==> config.mk <==
export PLATFORM = sky130hd
export DESIGN_NAME = csi_port1_hs_timing_override
export DESIGN_NICKNAME = d
export VERILOG_FILES = /design/src/csi_port1_hs_timing_override.v
export VERILOG_INCLUDE_DIRS = /design/src
export SDC_FILE = /design/constraint.sdc
export NUM_CORES = 1
export LEC_CHECK = 0
export BUFFER_PORTS_ARGS = -buffer_cell sky130_fd_sc_hd__buf_2
export CAP_MARGIN = 30
export CELL_PAD_IN_SITES_DETAIL_PLACEMENT = 1
export CELL_PAD_IN_SITES_GLOBAL_PLACEMENT = 2
export CORE_UTILIZATION = 31
export CTS_CLUSTER_SIZE = 8
export DETAILED_ROUTE_END_ITERATION = 10
export MAX_ROUTING_LAYER = met4
export PLACE_DENSITY = 0.92
export SLEW_MARGIN = 0
export SYNTH_ARGS = -nofsm -noshare
export SYNTH_HDL_FRONTEND = slang
export SYNTH_SLANG_ARGS = --single-unit
==> constraint.sdc <==
create_clock -name aclk -period 3.4 [get_ports aclk]
set_clock_uncertainty 0.05 [all_clocks]
set_input_delay 0.17 -clock aclk [delete_from_list [all_inputs] [get_ports aclk]]
set_output_delay 0.17 -clock aclk [all_outputs]
set_load 0.005 [all_outputs]
==> src/csi_port1_hs_timing_consts.vh <==
`ifndef CSI_PORT1_HS_TIMING_CONSTS_VH
`define CSI_PORT1_HS_TIMING_CONSTS_VH

// ----------------------------------------
// Register indices (byte address = 4 * index)
// ----------------------------------------
`define IDX_HS_ZERO       8'h65
`define IDX_HS_TRAIL      8'h66
`define IDX_HS_EXIT       8'h67
`define IDX_PLX           8'h68
`define IDX_RSVD_FIRST    8'h69
`define IDX_RSVD_LAST     8'h71
`define IDX_LANE_RATE     8'h72

// ----------------------------------------
// Field layout
// ----------------------------------------
`define OVR_BIT           7
`define VAL_MSB           6
`define RATE_MSB          1

// ----------------------------------------
// Reset values
// ----------------------------------------
`define RST_OVR           1'b0
`define RST_RATE          2'h0
`define RST_BYTE          8'h00

// ----------------------------------------
// Lane rate codes
// ----------------------------------------
`define RATE_800          2'h0
`define RATE_400          2'h1
`define RATE_1200         2'h2
`define RATE_1600         2'h3

// ----------------------------------------
// Automatic timing values per lane rate
// ----------------------------------------
`define AUTO_ZERO_800     7'h0c
`define AUTO_TRAIL_800    7'h08
`define AUTO_EXIT_800     7'h0b
`define AUTO_PLX_800      7'h06
`define AUTO_ZERO_400     7'h06
`define AUTO_TRAIL_400    7'h04
`define AUTO_EXIT_400     7'h06
`define AUTO_PLX_400      7'h03
`define AUTO_ZERO_1200    7'h12
`define AUTO_TRAIL_1200   7'h0c
`define AUTO_EXIT_1200    7'h11
`define AUTO_PLX_1200     7'h09
`define AUTO_ZERO_1600    7'h18
`define AUTO_TRAIL_1600   7'h10
`define AUTO_EXIT_1600    7'h16
`define AUTO_PLX_1600     7'h0c

// ----------------------------------------
// AXI responses
// ----------------------------------------
`define RESP_OKAY         2'h0
`define RESP_SLVERR       2'h2

`endif

==> src/csi_port1_hs_timing_override.v <==
// Behaviour
// - Hs-zero override clear: hs-zero comes from the automatic value.
// - Hs-zero override set: hs-zero is the software field, reset 0x0c.
// - Hs-trail override clear: hs-trail comes from the automatic value.
// - Hs-trail override set: hs-trail is the software field, reset 0x08.
// - Hs-exit override clear: hs-exit comes from the automatic value.
// - Hs-exit override set: hs-exit is the software field, reset 0x0b.
// - Plx override clear: plx comes from the automatic value.
// - Plx override set: plx is the software field, reset 0x06.
// - Override clear: bits 6:0 read back the automatic value in use.
// - Override set: bits 6:0 are readable and writable.
// - Resets match 800 Mbps; automatic values follow the selected lane rate.
// - Indices 0x69 to 0x71 are reserved, read zero, no function.
//
// The AXI4-Lite register port was chosen for this implementation.
`timescale 1ns/1ps
`include "csi_port1_hs_timing_consts.vh"

module csi_port1_hs_timing_override
(
    input  wire        aclk,
    input  wire        aresetn,
    input  wire        ce,
    input  wire [31:0] s_axi_awaddr,
    input  wire        s_axi_awvalid,
    output wire        s_axi_awready,
    input  wire [31:0] s_axi_wdata,
    input  wire [3:0]  s_axi_wstrb,
    input  wire        s_axi_wvalid,
    output wire        s_axi_wready,
    output reg  [1:0]  s_axi_bresp,
    output reg         s_axi_bvalid,
    input  wire        s_axi_bready,
    input  wire [31:0] s_axi_araddr,
    input  wire        s_axi_arvalid,
    output wire        s_axi_arready,
    output reg  [31:0] s_axi_rdata,
    output reg  [1:0]  s_axi_rresp,
    output reg         s_axi_rvalid,
    input  wire        s_axi_rready,
    output reg  [6:0]  hs_zero_time,
    output reg  [6:0]  hs_trail_time,
    output reg  [6:0]  hs_exit_time,
    output reg  [6:0]  plx_time
);

    // ----------------------------------------
    // Register state
    // ----------------------------------------
    reg        hs_zero_override;
    reg        hs_trail_override;
    reg        hs_exit_override;
    reg        plx_override;
    reg [6:0]  hs_zero_value;
    reg [6:0]  hs_trail_value;
    reg [6:0]  hs_exit_value;
    reg [6:0]  plx_value;
    reg [1:0]  lane_rate;
    reg        aw_held;
    reg        w_held;
    reg [31:0] aw_addr;
    reg [31:0] w_data;
    reg [3:0]  w_strb;
    reg [6:0]  auto_zero;
    reg [6:0]  auto_trail;
    reg [6:0]  auto_exit;
    reg [6:0]  auto_plx;
    reg [6:0]  next_zero;
    reg [6:0]  next_trail;
    reg [6:0]  next_exit;
    reg [6:0]  next_plx;
    reg [7:0]  rd_byte;
    reg        rd_ok;

    wire       do_write;
    wire [7:0] wr_idx;
    wire       wr_aligned;
    wire       wr_lane0;
    wire [7:0] wr_byte;
    wire [7:0] rd_idx;
    wire       rd_aligned;
    wire       wr_ok;

    // ----------------------------------------
    // Handshake and decode
    // ----------------------------------------
    // Address and data taken independently, written once both are held
    assign s_axi_awready = ~aw_held & ~s_axi_bvalid;
    assign s_axi_wready  = ~w_held & ~s_axi_bvalid;
    assign s_axi_arready = ~s_axi_rvalid;
    assign do_write      = aw_held & w_held & ~s_axi_bvalid;
    assign wr_idx        = aw_addr[9:2];
    assign wr_aligned    = (aw_addr[31:10] == 22'h000000);
    assign wr_lane0      = w_strb[0];
    assign wr_byte       = w_data[7:0];
    assign rd_idx        = s_axi_araddr[9:2];
    assign rd_aligned    = (s_axi_araddr[31:10] == 22'h000000);
    assign wr_ok         = wr_aligned & (wr_idx >= `IDX_HS_ZERO) & (wr_idx <= `IDX_LANE_RATE);

    // ----------------------------------------
    // Automatic values from lane rate
    // ----------------------------------------
    // Lookup of derived timings per selected rate
    always @*
    begin
        case (lane_rate)
            `RATE_800:
            begin
                auto_zero  = `AUTO_ZERO_800;
                auto_trail = `AUTO_TRAIL_800;
                auto_exit  = `AUTO_EXIT_800;
                auto_plx   = `AUTO_PLX_800;
            end
            `RATE_400:
            begin
                auto_zero  = `AUTO_ZERO_400;
                auto_trail = `AUTO_TRAIL_400;
                auto_exit  = `AUTO_EXIT_400;
                auto_plx   = `AUTO_PLX_400;
            end
            `RATE_1200:
            begin
                auto_zero  = `AUTO_ZERO_1200;
                auto_trail = `AUTO_TRAIL_1200;
                auto_exit  = `AUTO_EXIT_1200;
                auto_plx   = `AUTO_PLX_1200;
            end
            default:
            begin
                auto_zero  = `AUTO_ZERO_1600;
                auto_trail = `AUTO_TRAIL_1600;
                auto_exit  = `AUTO_EXIT_1600;
                auto_plx   = `AUTO_PLX_1600;
            end
        endcase
    end

    // ----------------------------------------
    // Effective timing selection
    // ----------------------------------------
    // Override picks software field, else automatic value
    always @*
    begin
        next_zero  = hs_zero_override  ? hs_zero_value  : auto_zero;
        next_trail = hs_trail_override ? hs_trail_value : auto_trail;
        next_exit  = hs_exit_override  ? hs_exit_value  : auto_exit;
        next_plx   = plx_override      ? plx_value      : auto_plx;
    end

    // ----------------------------------------
    // Read decode
    // ----------------------------------------
    // Fields read as the timing in use; reserved reads zero
    always @*
    begin
        rd_byte = `RST_BYTE;
        rd_ok   = rd_aligned;
        case (rd_idx)
            `IDX_HS_ZERO:   rd_byte = {hs_zero_override, next_zero};
            `IDX_HS_TRAIL:  rd_byte = {hs_trail_override, next_trail};
            `IDX_HS_EXIT:   rd_byte = {hs_exit_override, next_exit};
            `IDX_PLX:       rd_byte = {plx_override, next_plx};
            `IDX_LANE_RATE: rd_byte = {6'h00, lane_rate};
            default:
            begin
                if ((rd_idx < `IDX_RSVD_FIRST) || (rd_idx > `IDX_RSVD_LAST))
                begin
                    rd_ok = 1'b0;
                end
            end
        endcase
    end

    // ----------------------------------------
    // Write channel and registers
    // ----------------------------------------
    // Captures address and data, updates fields, issues response
    always @(posedge aclk)
    begin
        if (!aresetn)
        begin
            aw_held           <= 1'b0;
            w_held            <= 1'b0;
            aw_addr           <= 32'h00000000;
            w_data            <= 32'h00000000;
            w_strb            <= 4'h0;
            s_axi_bvalid      <= 1'b0;
            s_axi_bresp       <= `RESP_OKAY;
            hs_zero_override  <= `RST_OVR;
            hs_trail_override <= `RST_OVR;
            hs_exit_override  <= `RST_OVR;
            plx_override      <= `RST_OVR;
            hs_zero_value     <= `AUTO_ZERO_800;
            hs_trail_value    <= `AUTO_TRAIL_800;
            hs_exit_value     <= `AUTO_EXIT_800;
            plx_value         <= `AUTO_PLX_800;
            lane_rate         <= `RST_RATE;
        end
        else if (ce)
        begin
            if (s_axi_awvalid && s_axi_awready)
            begin
                aw_held <= 1'b1;
                aw_addr <= s_axi_awaddr;
            end
            if (s_axi_wvalid && s_axi_wready)
            begin
                w_held <= 1'b1;
                w_data <= s_axi_wdata;
                w_strb <= s_axi_wstrb;
            end
            if (s_axi_bvalid && s_axi_bready)
            begin
                s_axi_bvalid <= 1'b0;
            end
            if (do_write)
            begin
                aw_held      <= 1'b0;
                w_held       <= 1'b0;
                s_axi_bvalid <= 1'b1;
                s_axi_bresp  <= wr_ok ? `RESP_OKAY : `RESP_SLVERR;
                if (wr_ok && wr_lane0)
                begin
                    case (wr_idx)
                        `IDX_HS_ZERO:
                        begin
                            hs_zero_override <= wr_byte[`OVR_BIT];
                            if (wr_byte[`OVR_BIT])
                                hs_zero_value <= wr_byte[`VAL_MSB:0];
                        end
                        `IDX_HS_TRAIL:
                        begin
                            hs_trail_override <= wr_byte[`OVR_BIT];
                            if (wr_byte[`OVR_BIT])
                                hs_trail_value <= wr_byte[`VAL_MSB:0];
                        end
                        `IDX_HS_EXIT:
                        begin
                            hs_exit_override <= wr_byte[`OVR_BIT];
                            if (wr_byte[`OVR_BIT])
                                hs_exit_value <= wr_byte[`VAL_MSB:0];
                        end
                        `IDX_PLX:
                        begin
                            plx_override <= wr_byte[`OVR_BIT];
                            if (wr_byte[`OVR_BIT])
                                plx_value <= wr_byte[`VAL_MSB:0];
                        end
                        `IDX_LANE_RATE: lane_rate <= wr_byte[`RATE_MSB:0];
                        default:        lane_rate <= lane_rate; // Reserved writes dropped
                    endcase
                end
            end
        end
    end

    // ----------------------------------------
    // Read channel
    // ----------------------------------------
    // One-cycle registered read answer
    always @(posedge aclk)
    begin
        if (!aresetn)
        begin
            s_axi_rvalid <= 1'b0;
            s_axi_rdata  <= 32'h00000000;
            s_axi_rresp  <= `RESP_OKAY;
        end
        else if (ce)
        begin
            if (s_axi_arvalid && s_axi_arready)
            begin
                s_axi_rvalid <= 1'b1;
                s_axi_rdata  <= rd_ok ? {24'h000000, rd_byte} : 32'h00000000;
                s_axi_rresp  <= rd_ok ? `RESP_OKAY : `RESP_SLVERR;
            end
            else if (s_axi_rvalid && s_axi_rready)
            begin
                s_axi_rvalid <= 1'b0;
            end
        end
    end

    // ----------------------------------------
    // Timing outputs
    // ----------------------------------------
    // Registered timings toward the lane transmitter
    always @(posedge aclk)
    begin
        if (!aresetn)
        begin
            hs_zero_time  <= `AUTO_ZERO_800;
            hs_trail_time <= `AUTO_TRAIL_800;
            hs_exit_time  <= `AUTO_EXIT_800;
            plx_time      <= `AUTO_PLX_800;
        end
        else if (ce)
        begin
            hs_zero_time  <= next_zero;
            hs_trail_time <= next_trail;
            hs_exit_time  <= next_exit;
            plx_time      <= next_plx;
        end
    end

endmodule

* After elaboration in Yosys (flattened, before gate mapping)
Index checks and enable logic that the tools add are counted.
** Word-level totals
- Bits in registers :: 143
- Latch bits :: 0
- Memory bits (writable) :: 0
- Bits in read-only memories :: 0
- Memories kept :: 0
** Cells by class
- Add/sub/neg operators :: 0
- $mul :: 0
- Div/mod/pow operators :: 0
- Magnitude comparators :: 4
- Equal/unequal tests :: 12
- Shift operators :: 0
- Multiplexer cells :: 22
- Bitwise gates (word level) :: 10
- Reduce and logical (&&, ||, !) cells :: 32
** Operator list (count)
- equality test 8 x 7 -> 1 bit (second input constant) :: 10
- one-hot mux 5 bit (3 select lines) :: 3
- logical NOT 22 bit :: 2
- one-hot mux 8 bit (5 select lines) :: 1
- two-way mux 7 bit :: 4
- AND reduction 4 bit :: 5
- AND reduction 5 bit :: 4
- AND reduction 2 bit :: 8
- one-hot mux 4 bit (3 select lines) :: 1
- two-way mux 1 bit :: 10
- greater-or-equal comparator 8 x 7 -> 1 bit (second input constant) :: 1
- greater-than comparator 8 x 7 -> 1 bit (second input constant) :: 1
- less-or-equal comparator 8 x 7 -> 1 bit (second input constant) :: 1
- < comparator 8 x 7 -> 1 bit (second input constant) :: 1
- two-way mux 8 bit :: 1
- nonzero test 2 bit :: 4
- bitwise AND 1 bit :: 6
- logical AND 1 bit :: 6
- OR reduction 5 bit :: 1
- two-way mux 2 bit :: 2
- NOT 1 bit :: 4
- equality test 2 x 1 -> 1 bit (second input constant) :: 1
- equality test 2 bit (second input constant) :: 1
- logical NOT 2 bit :: 1
- logical OR 1 bit :: 1

* Longest topological paths before layout
Gate-level depths: netlist (run 1).
- Word-level depth :: 5
- Gate-level depth with buffers :: 8
- Mapped depth without buffers :: 7

* Least setup slack after synthesis (run 1)
No wires, ideal clock.
- Path kind :: reg2reg
- Start :: reg aw_addr[20]
- End :: reg hs_zero_value[0]
- Library setup time :: 0.072 ns
- Arrival time :: 1.803 ns
- Data required time :: 3.278 ns
- Slack :: 1.476 ns
- Stages on the path, launching flop included :: 7
- Period minus slack after synthesis :: 1.924 ns
- Cells stage by stage :: dfxtp_1 -> or4_1 -> nor3_2 -> o211ai_1 -> nor4b_1 -> buf_4 -> mux2i_1
** Between the ends
- Cells in the longest elaborated chain, start to end :: 5
** RTL lines
- from (decl) :: line csi_port1_hs_timing_override.v:61 : reg [31:0] aw_addr;
- from (signal assigned) :: line csi_port1_hs_timing_override.v:204 : aw_addr <= s_axi_awaddr;
- logical NOT 22 bit :: line csi_port1_hs_timing_override.v:93 : assign wr_aligned = (aw_addr[31:10] == 22'h000000);
- bitwise AND 1 bit (2 in a row) :: line csi_port1_hs_timing_override.v:98 : assign wr_ok = wr_aligned & (wr_idx >= `IDX_HS_ZERO) & (wr_idx <= `IDX_LANE_RATE);
- logical AND 1 bit :: line csi_port1_hs_timing_override.v:222 : if (wr_ok && wr_lane0)
- AND reduction 5 bit (no line)
- to (signal assigned) :: line csi_port1_hs_timing_override.v:193 : hs_zero_value <= `AUTO_ZERO_800;
- to (signal assigned) :: line csi_port1_hs_timing_override.v:229 : hs_zero_value <= wr_byte[`VAL_MSB:0];
- to (decl) :: line csi_port1_hs_timing_override.v:54 : reg [6:0] hs_zero_value;
No other way between the ends.
A chain may end at the register's enable or synchronous reset.

* Final worst setup path (run 1)
- Start :: reg aw_addr[20]
- End :: reg hs_exit_value[4]
** Between the ends
- Cells in the longest elaborated chain, start to end :: 5
** RTL lines
- logical NOT 22 bit :: line csi_port1_hs_timing_override.v:93
- bitwise AND 1 bit (2 in a row) :: line csi_port1_hs_timing_override.v:98
- logical AND 1 bit :: line csi_port1_hs_timing_override.v:222
- AND reduction 5 bit (no line)
- to (signal assigned) :: line csi_port1_hs_timing_override.v:195 : hs_exit_value <= `AUTO_EXIT_800;
- to (signal assigned) :: line csi_port1_hs_timing_override.v:241 : hs_exit_value <= wr_byte[`VAL_MSB:0];
- to (decl) :: line csi_port1_hs_timing_override.v:56 : reg [6:0] hs_exit_value;
No other way between the ends.

==> results.md, run 1 <==
- Crit path kind: flip-flop to flip-flop
- Die Wd: 133 um
- PD cells: 497 nW/um2
- Crit end category: flip-flop
- Post-Syn Area: 5280 um2
- Final Hold Fails: 0
- Tcrit/Tclk final: 69.4%
- Worst Tran Pin Value: 0.980 ns
- Crit path cell chain: or4_1 -> nor3_2 -> o211a_1 -> and3_1 -> mux2i_1
- CTS tree: done
- Grt total ovfl: 0
- FF+latch count, synth: 115
- Setup_tns: 0 ns
- Tot Pwr: 3.47 mW
- Skew-Pair Late Insertion Delay: 0.42 ns
- Synthesized instance count: 639
- Post-cts gate resize count: 0
- CP max-delay cell: and3_1
- Vias in the first global route: 5171
- Worst Reg2Reg Path Length in Cells: 5
- WL per Instance: 15.5 um
- Family with the most delay on the worst path: simple AND/OR/NAND/NOR gates
- Data required, critical path: 3.69 ns
- Tot GR Track Use: 19.3%
- Min-delay worst type: input port to flip-flop
- Worst-case hold path end point: s_axi_bvalid
- # DRC: 0
- DP HPWL: 10900 um
- Worst hold start: s_axi_bready
- Share of cells above drive strength 1: 21.8%
- PnR worst setup slack: 1.04 ns
- Leakage: 2.87 nW
- Avg Cell Area, Syn: 8.26 um2
- DR iter-0 viols: 220
- Max incr delay on CP: 0.56 ns
- Largest vdd supply drop: 357 uV
- First-pass GRT wire length: 25800 um
- Die Height: 133 um
- Reg2reg start: aw_addr[20]
- Arrival time worst endpoint: 2.65 ns
- Final Wtd Congestion: 0.826
- Clock sink total: 115
- Total Nets Final: 900
- Cell Rows: 47
- Area Growth Syn to Fin: 32.2%
- Post-cts hold buffer count: 40
- CTS root buf: clkbuf_16
- Clock tree buffer depth: 2
- Post-synth top area share: 43.6%
- Die Footprint: 17600 um2
- Port bufs: 119
- Startpoint type of the worst setup path: flip-flop
- Final setup fails: 0
- Fillers: 2058
- First-pass DRT Iterations: 4
- Number of I/O pins: 177
- Initial antenna violation count: 0
- Top-count cell post-synth: nand2_1
- H-tree level count: 4
- Crit Reg-Reg Endpoint: hs_exit_value[4]
- Most common library cells after synthesis: 154 x nand2_1, 115 x dfxtp_1, 65 x a21oi_1
- Unrepaired setup endpoints after global routing: no
- Worst-path clk slew: 0.06 ns
- Synth area leaders: dfxtp_1 44%, nand2_1 11%, mux2i_1 8.2%, a21oi_1 6.2%, buf_4 3.8%
- Core Region: 16600 um2
- Status: finished, final reports clean
- Setup slack after placement: 1.07 ns
- Worst hold stages: 4
- Number of flops mapped to enable cells by yosys: 0
- Post-placement cell area: 5970 um2
- Post-Route WL: 15800 um
- Max-slew violations: 0
- TritonCTS buffer count: 17
- Final ANT Viol Nets: 0
- Ant. Diodes: 0
- Max Freq: 424 MHz
- Seq/Total Area, Yosys: 43.6%
- Relative slew slack: 34.5%
- Top cell type by total area after synthesis: dfxtp_1
- Cell variety after synth: 62
- Max_cap viols: 0
- Primary FF master, synth: dfxtp_1
- Internal reg-to-reg setup slack: 1.04 ns
- Final instance area: 6980 um2
- CP Buf/Inv Count: 0
- Synth warn: 0
- Crit path max fanout: 8
- Via count: 4962
- # Post-CTS Setup Buffers: 0
- Async set-reset flop share out of synthesis: 0%
- Largest net degree at the start of global routing: 52
- Crit path time final: 2.36 ns
- Routed vias/inst: 4.87
- Initial core utilization: 31.8%
cell families (layout without fill, tap and decap cells):
logic type	after synthesis	count (layout)	synth area share, %
AO/OA/AOI/OAI	116	116	13.4
adder cells (fa/ha/maj)	6	6	1.42
buffers and inverters	74	209	7.23
flip-flops	115	115	43.6
multiplexers	44	44	8.36
other	1	26	0.0710
AND/OR/NAND/NOR	283	283	25.9
power breakdown:
| part | switching, mW | internal [mW] |
|---|---|---|
| Clock | 0.656 | 1.16 |
| Combinational | 0.141 | 0.113 |
| Sequential | 0.0246 | 1.38 |
through the flow:
step | hold WS [ns] | util (%) | cells
floorplan | 0.256 | - | 664
global placement | 0.365 | 36.0 | 947
detailed placement | 0.368 | 36.0 | 947
CTS | 0.00804 | 42.1 | 1019
global route | 0.0364 | 42.1 | 1019
finish | 0.0173 | 42.1 | 1019
cells in the final DEF (no fill, tap or decap), drive strengths merged, types with 3 or more instances in the layout:
| master | n |
|---|---|
| a21oi | 65 |
| and3b | 4 |
| o21ai | 18 |
| or4b | 3 |
| or2 | 3 |
| o22ai | 3 |
| clkinvlp | 5 |
| nor3 | 9 |
| inv | 12 |
| dlygate4sd3 | 40 |
| clkbuf | 21 |
| nand3b | 5 |
| buf | 127 |
| nor2b | 7 |
| nor4b | 5 |
| nand3 | 19 |
| or4 | 4 |
| mux2i | 43 |
| dfxtp | 115 |
| conb | 26 |
| and3 | 4 |
| nand2b | 3 |
| nor2 | 36 |
| nor4 | 11 |
| nand4 | 3 |
| a31o | 3 |
| or3 | 4 |
| ha | 6 |
| nand2 | 154 |
| a211oi | 9 |
state kept, by name, summed over array words and instances, names as in the netlist:
signal	count
plx_override	1
aw_held	1
hs_exit_value	7
w_data	8
plx_time	7
hs_zero_time	7
hs_zero_value	7
w_strb	1
s_axi_rresp	1
hs_zero_override	1
s_axi_rdata	8
hs_trail_value	7
hs_trail_time	7
s_axi_bvalid	1
aw_addr	30
lane_rate	2
plx_value	7
s_axi_rvalid	1
w_held	1
s_axi_bresp	1
hs_exit_time	7
hs_trail_override	1
hs_exit_override	1
worst max path at each step:
stage | from | end | slack [ns] | cells past startpoint
4_1_cts | aw_addr[20] | hs_exit_value[4] | 1.04 | 5
2_1_floorplan | aw_addr[20] | hs_zero_value[0] | 1.48 | 6
3_5_place_dp | aw_addr[20] | hs_exit_value[4] | 1.07 | 5
6_report | aw_addr[20] | hs_exit_value[4] | 1.04 | 5
3_3_place_gp | aw_addr[20] | hs_exit_value[5] | 1.10 | 5
5_1_grt | aw_addr[20] | hs_exit_value[4] | 0.96 | 5
worst min-delay path, stage by stage:
cell     delay, ns
buf_2         0.10
nand2_1       0.05
a21oi_1       0.06
nor2_1        0.08
routing by layer:
layer  GRT usage [%]  part of all wire [%]  vias to the layer above
met2            32.2                    48                      126
met1            22.3                    46                     2348
met5               -                     0                        -
met3            4.87                   4.2                       24
met4            7.09                   1.9                        0
li1                -                     -                     2464
cell type report:
class                           count  area, um2  area share, %
Clock buffer                       21        480           6.88
Clock inverter                     11        125           1.79
Inverter                           10       37.5          0.538
Multi-Input combinational cell    475       2700           38.7
Sequential cell                   115       2300           33.0
Tap cell                          220        275           3.94
Timing Repair Buffer              167       1060           15.1
Note: power is estimated with default switching activity, not from simulation.
==> run 2: changes to the inputs <==
ABC_AREA = 1   (was not set)
CORE_UTILIZATION = 24   (was 31)
PLACE_DENSITY = 0.81   (was 0.92)
clock period = 2.1 ns   (was 3.4 ns; I/O delays follow)
==> results.md, run 2 <==
- Max incr delay on CP: 0.31 ns (-0.25 ns)
- Tcrit/Tclk final: 90.1% (+21 points)
- GR Util met3: 3.13% (-1.7 points)
- Crit path kind: flip-flop to flip-flop
- Most common library cells after synthesis: 166 x nor2_1, 144 x nand2_1, 115 x dfxtp_1
- Initial antenna violation count: 1 (+1)
- Min-delay worst type: input port to flip-flop
- TritonCTS buffer count: 17 (unchanged)
- Avg Cell Area, Syn: 6.99 um2 (-15%)
- Synth area leaders: dfxtp_1 43%, nor2_1 12%, nand2_1 10%, o21ai_0 6.7%, a21oi_1 4.9%
- Commonest cells after routing, fill and taps aside: 166 x nor2_1, 144 x nand2_1, 119 x buf_2
- H-tree level count: 4 (unchanged)
- CP Buf/Inv Count: 2 (+2)
- Top flop regs: aw_addr: 30 flops, s_axi_rdata: 8 flops, w_data: 8 flops
- Met1 Use GR: 20.3% (-2.0 points)
- Largest net degree at the start of global routing: 33 (-37%)
- Final setup fails: 0 (unchanged)
- Relative slew slack: 55.8% (+21 points)
- Skew-Pair Late Insertion Delay: 0.42 ns (about the same)
- Post-Syn Area: 5340 um2 (+1.1%)
- Crit path time final: 1.89 ns (-0.466 ns)
- Die Wd: 151 um (+14%)
- Cell Rows: 54 (+15%)
- Tot Pwr: 5.81 mW (+68%)
- Routed vias/inst: 4.43 (-9.0%)
- Max FFs per register: 30 (unchanged)
- Leakage: 3.23 nW (+13%)
- Synth warn: 0 (unchanged)
- Most used cell along the critical path: nor2_1
- Busiest grt layer: met2
- Clock sink total: 115 (unchanged)
- Die Footprint: 22900 um2 (+30%)
- Final Hold Fails: 0 (unchanged)
- Top reg by flops: aw_addr
- # DRC: 0 (unchanged)
- Area Growth Syn to Fin: 36.0%
- DR iter-0 viols: 242 (+10%)
- CTS tree: done
- Initial core utilization: 24.5% (-7.4 points)
- Crit path cell chain: nor2_1 -> nand2_1 -> nor2_1 -> inv_1 -> nor2_1 -> nand3_2 -> nor2_2 -> buf_4 -> nand4_1 -> nand2_1 -> nor2_1
- Grt total ovfl: 0 (unchanged)
- Worst-path clk slew: 0.05 ns (about the same)
- Max_cap viols: 0 (unchanged)
- Largest vdd supply drop: 450 uV (+26%)
- First-pass GRT wire length: 27500 um (+6.8%)
- PD cells: 800 nW/um2 (+61%)
- Vias in the first global route: 5364 (+3.7%)
- Met2 Use GR: 26.1% (-6.1 points)
- First-pass DRT Iterations: 4 (unchanged)
- Via count: 5439 (+9.6%)
- Max-slew violations: 0 (unchanged)
- Synthesized instance count: 764 (+20%)
- Total Nets Final: 1047 (+16%)
- Cell variety after synth: 33 (-47%)
- Unrepaired setup endpoints after global routing: no
- FF+latch count, synth: 115 (unchanged)
- Post-Route WL: 17400 um (+10%)
- Commonest non-fill, non-tap cell in the layout: nor2_1
- Crit end category: flip-flop
- CP max-delay cell: dfxtp_1
- Clock tree buffer depth: 2 (unchanged)
- Startpoint type of the worst setup path: flip-flop
- Final Wtd Congestion: 0.844 (+2.2%)
- Number of I/O pins: 177 (unchanged)
- CTS root buf: clkbuf_16
- Arrival time worst endpoint: 2.15 ns (-0.50 ns)
- Seq/Total Area, Yosys: 43.1% (-0.49 points)
- WL per Instance: 14.2 um (-8.5%)
- Die Height: 151 um (+14%)
- Data required, critical path: 2.35 ns (-1.34 ns)
- Primary FF master, synth: dfxtp_1
- Post-synth top area share: 43.1% (-0.49 points)
- Core Region: 21800 um2 (+32%)
- Status: finished, final reports clean
- Fillers: 2762 (+34%)
- Family with the most delay on the worst path: simple AND/OR/NAND/NOR gates
- Final ANT Viol Nets: 0 (unchanged)
- Top cell type by total area after synthesis: dfxtp_1
- Max Freq: 528 MHz (+25%)
- Number of flops mapped to enable cells by yosys: 0 (unchanged)
- Crit path max fanout: 5 (-3)
- Share of cells above drive strength 1: 21.9% (+0.10 points)
- Setup_tns: 0 ns (unchanged)
- DP HPWL: 13000 um (+19%)
- Port bufs: 119 (unchanged)
- Worst Tran Pin Value: 0.662 ns (-0.318 ns)
- Tot GR Track Use: 16.2% (-3.0 points)
- Async set-reset flop share out of synthesis: 0% (unchanged)
- Top-count cell post-synth: nor2_1
-- run 2: stage by stage --
step | area, um2 | hold slack, ns | utilization (%) | cells | setup slack, ns
final | 7260 | 0.0268 | 33.3 | 1227 | 0.207
after global routing | 7260 | 0.0483 | 33.3 | 1227 | 0.0188
after CTS | 7220 | 0.0101 | 33.1 | 1221 | 0.123
after detailed placement | 6200 | 0.319 | 28.4 | 1148 | 0.149
after global placement | 6200 | 0.314 | 28.4 | 1148 | 0.156
after floorplan | 5430 | 0.222 | - | 789 | 0.566
-- run 2: final timing paths --
path | slack (ns) | startpoint | endpoint | depth (start not counted)
setup reg to reg | 0.21 | aw_addr[28] | plx_value[5] | 11
setup / recovery | 0.21 | aw_addr[28] | plx_value[5] | 11
hold / removal | 0.03 | s_axi_araddr[5] | s_axi_rresp[1] | 4
hold reg to reg | 0.41 | s_axi_bresp[1] | s_axi_bresp[1] | 2
-- run 2: report_power, final --
| group | switching [mW] | total (mW) | internal [mW] | leakage, nW |
|---|---|---|---|---|
| Combinational | 0.311 | 0.542 | 0.232 | 2.00 |
| Sequential | 0.0502 | 2.32 | 2.27 | 0.939 |
| Clock | 1.02 | 2.95 | 1.93 | 0.294 |
-- run 2: timing repair --
item | 4_1_cts | 5_1_grt
endpoints found under the hold margin | 41 | 0
setup endpoints to repair | 0 | 20
gates resized for setup | 0 | 2
buffers inserted | 0 | 4
hold buffers | 41 | 0
-- run 2: cell families after synthesis --
group,share of synthesized area [%]
simple gates,32.6
compound gates,12.7
flops,43.1
buf+inv,9.70
fa+ha+maj,1.41
mux,0.422
other cells,0.0702
-- run 2: area by class of cell --
class | count | area (um2) | share of cell area, %
multi-input combinational | 566 | 2630 | 36.2
tap | 280 | 350 | 4.82
inverter | 49 | 184 | 2.53
sequential | 115 | 2300 | 31.7
antenna | 1 | 2.50 | 0.0344
clock inverter | 8 | 97.6 | 1.34
clock buffer | 24 | 512 | 7.04
timing repair buffer | 184 | 1190 | 16.3
-- run 2: metal layers --
layer	vias to the layer above	share of wire (%)	routed length, um
met5	-	0	0
met2	92	47	8240
met3	18	3.2	563
met4	0	1.3	230
met1	2553	48	8400
li1	2776	-	-
-- run 2: tightest hold or removal path, stage by stage --
cell and delay [ns]:
buf_2 0.10, nand4_1 0.09, nand2_1 0.08, a211oi_1 0.06
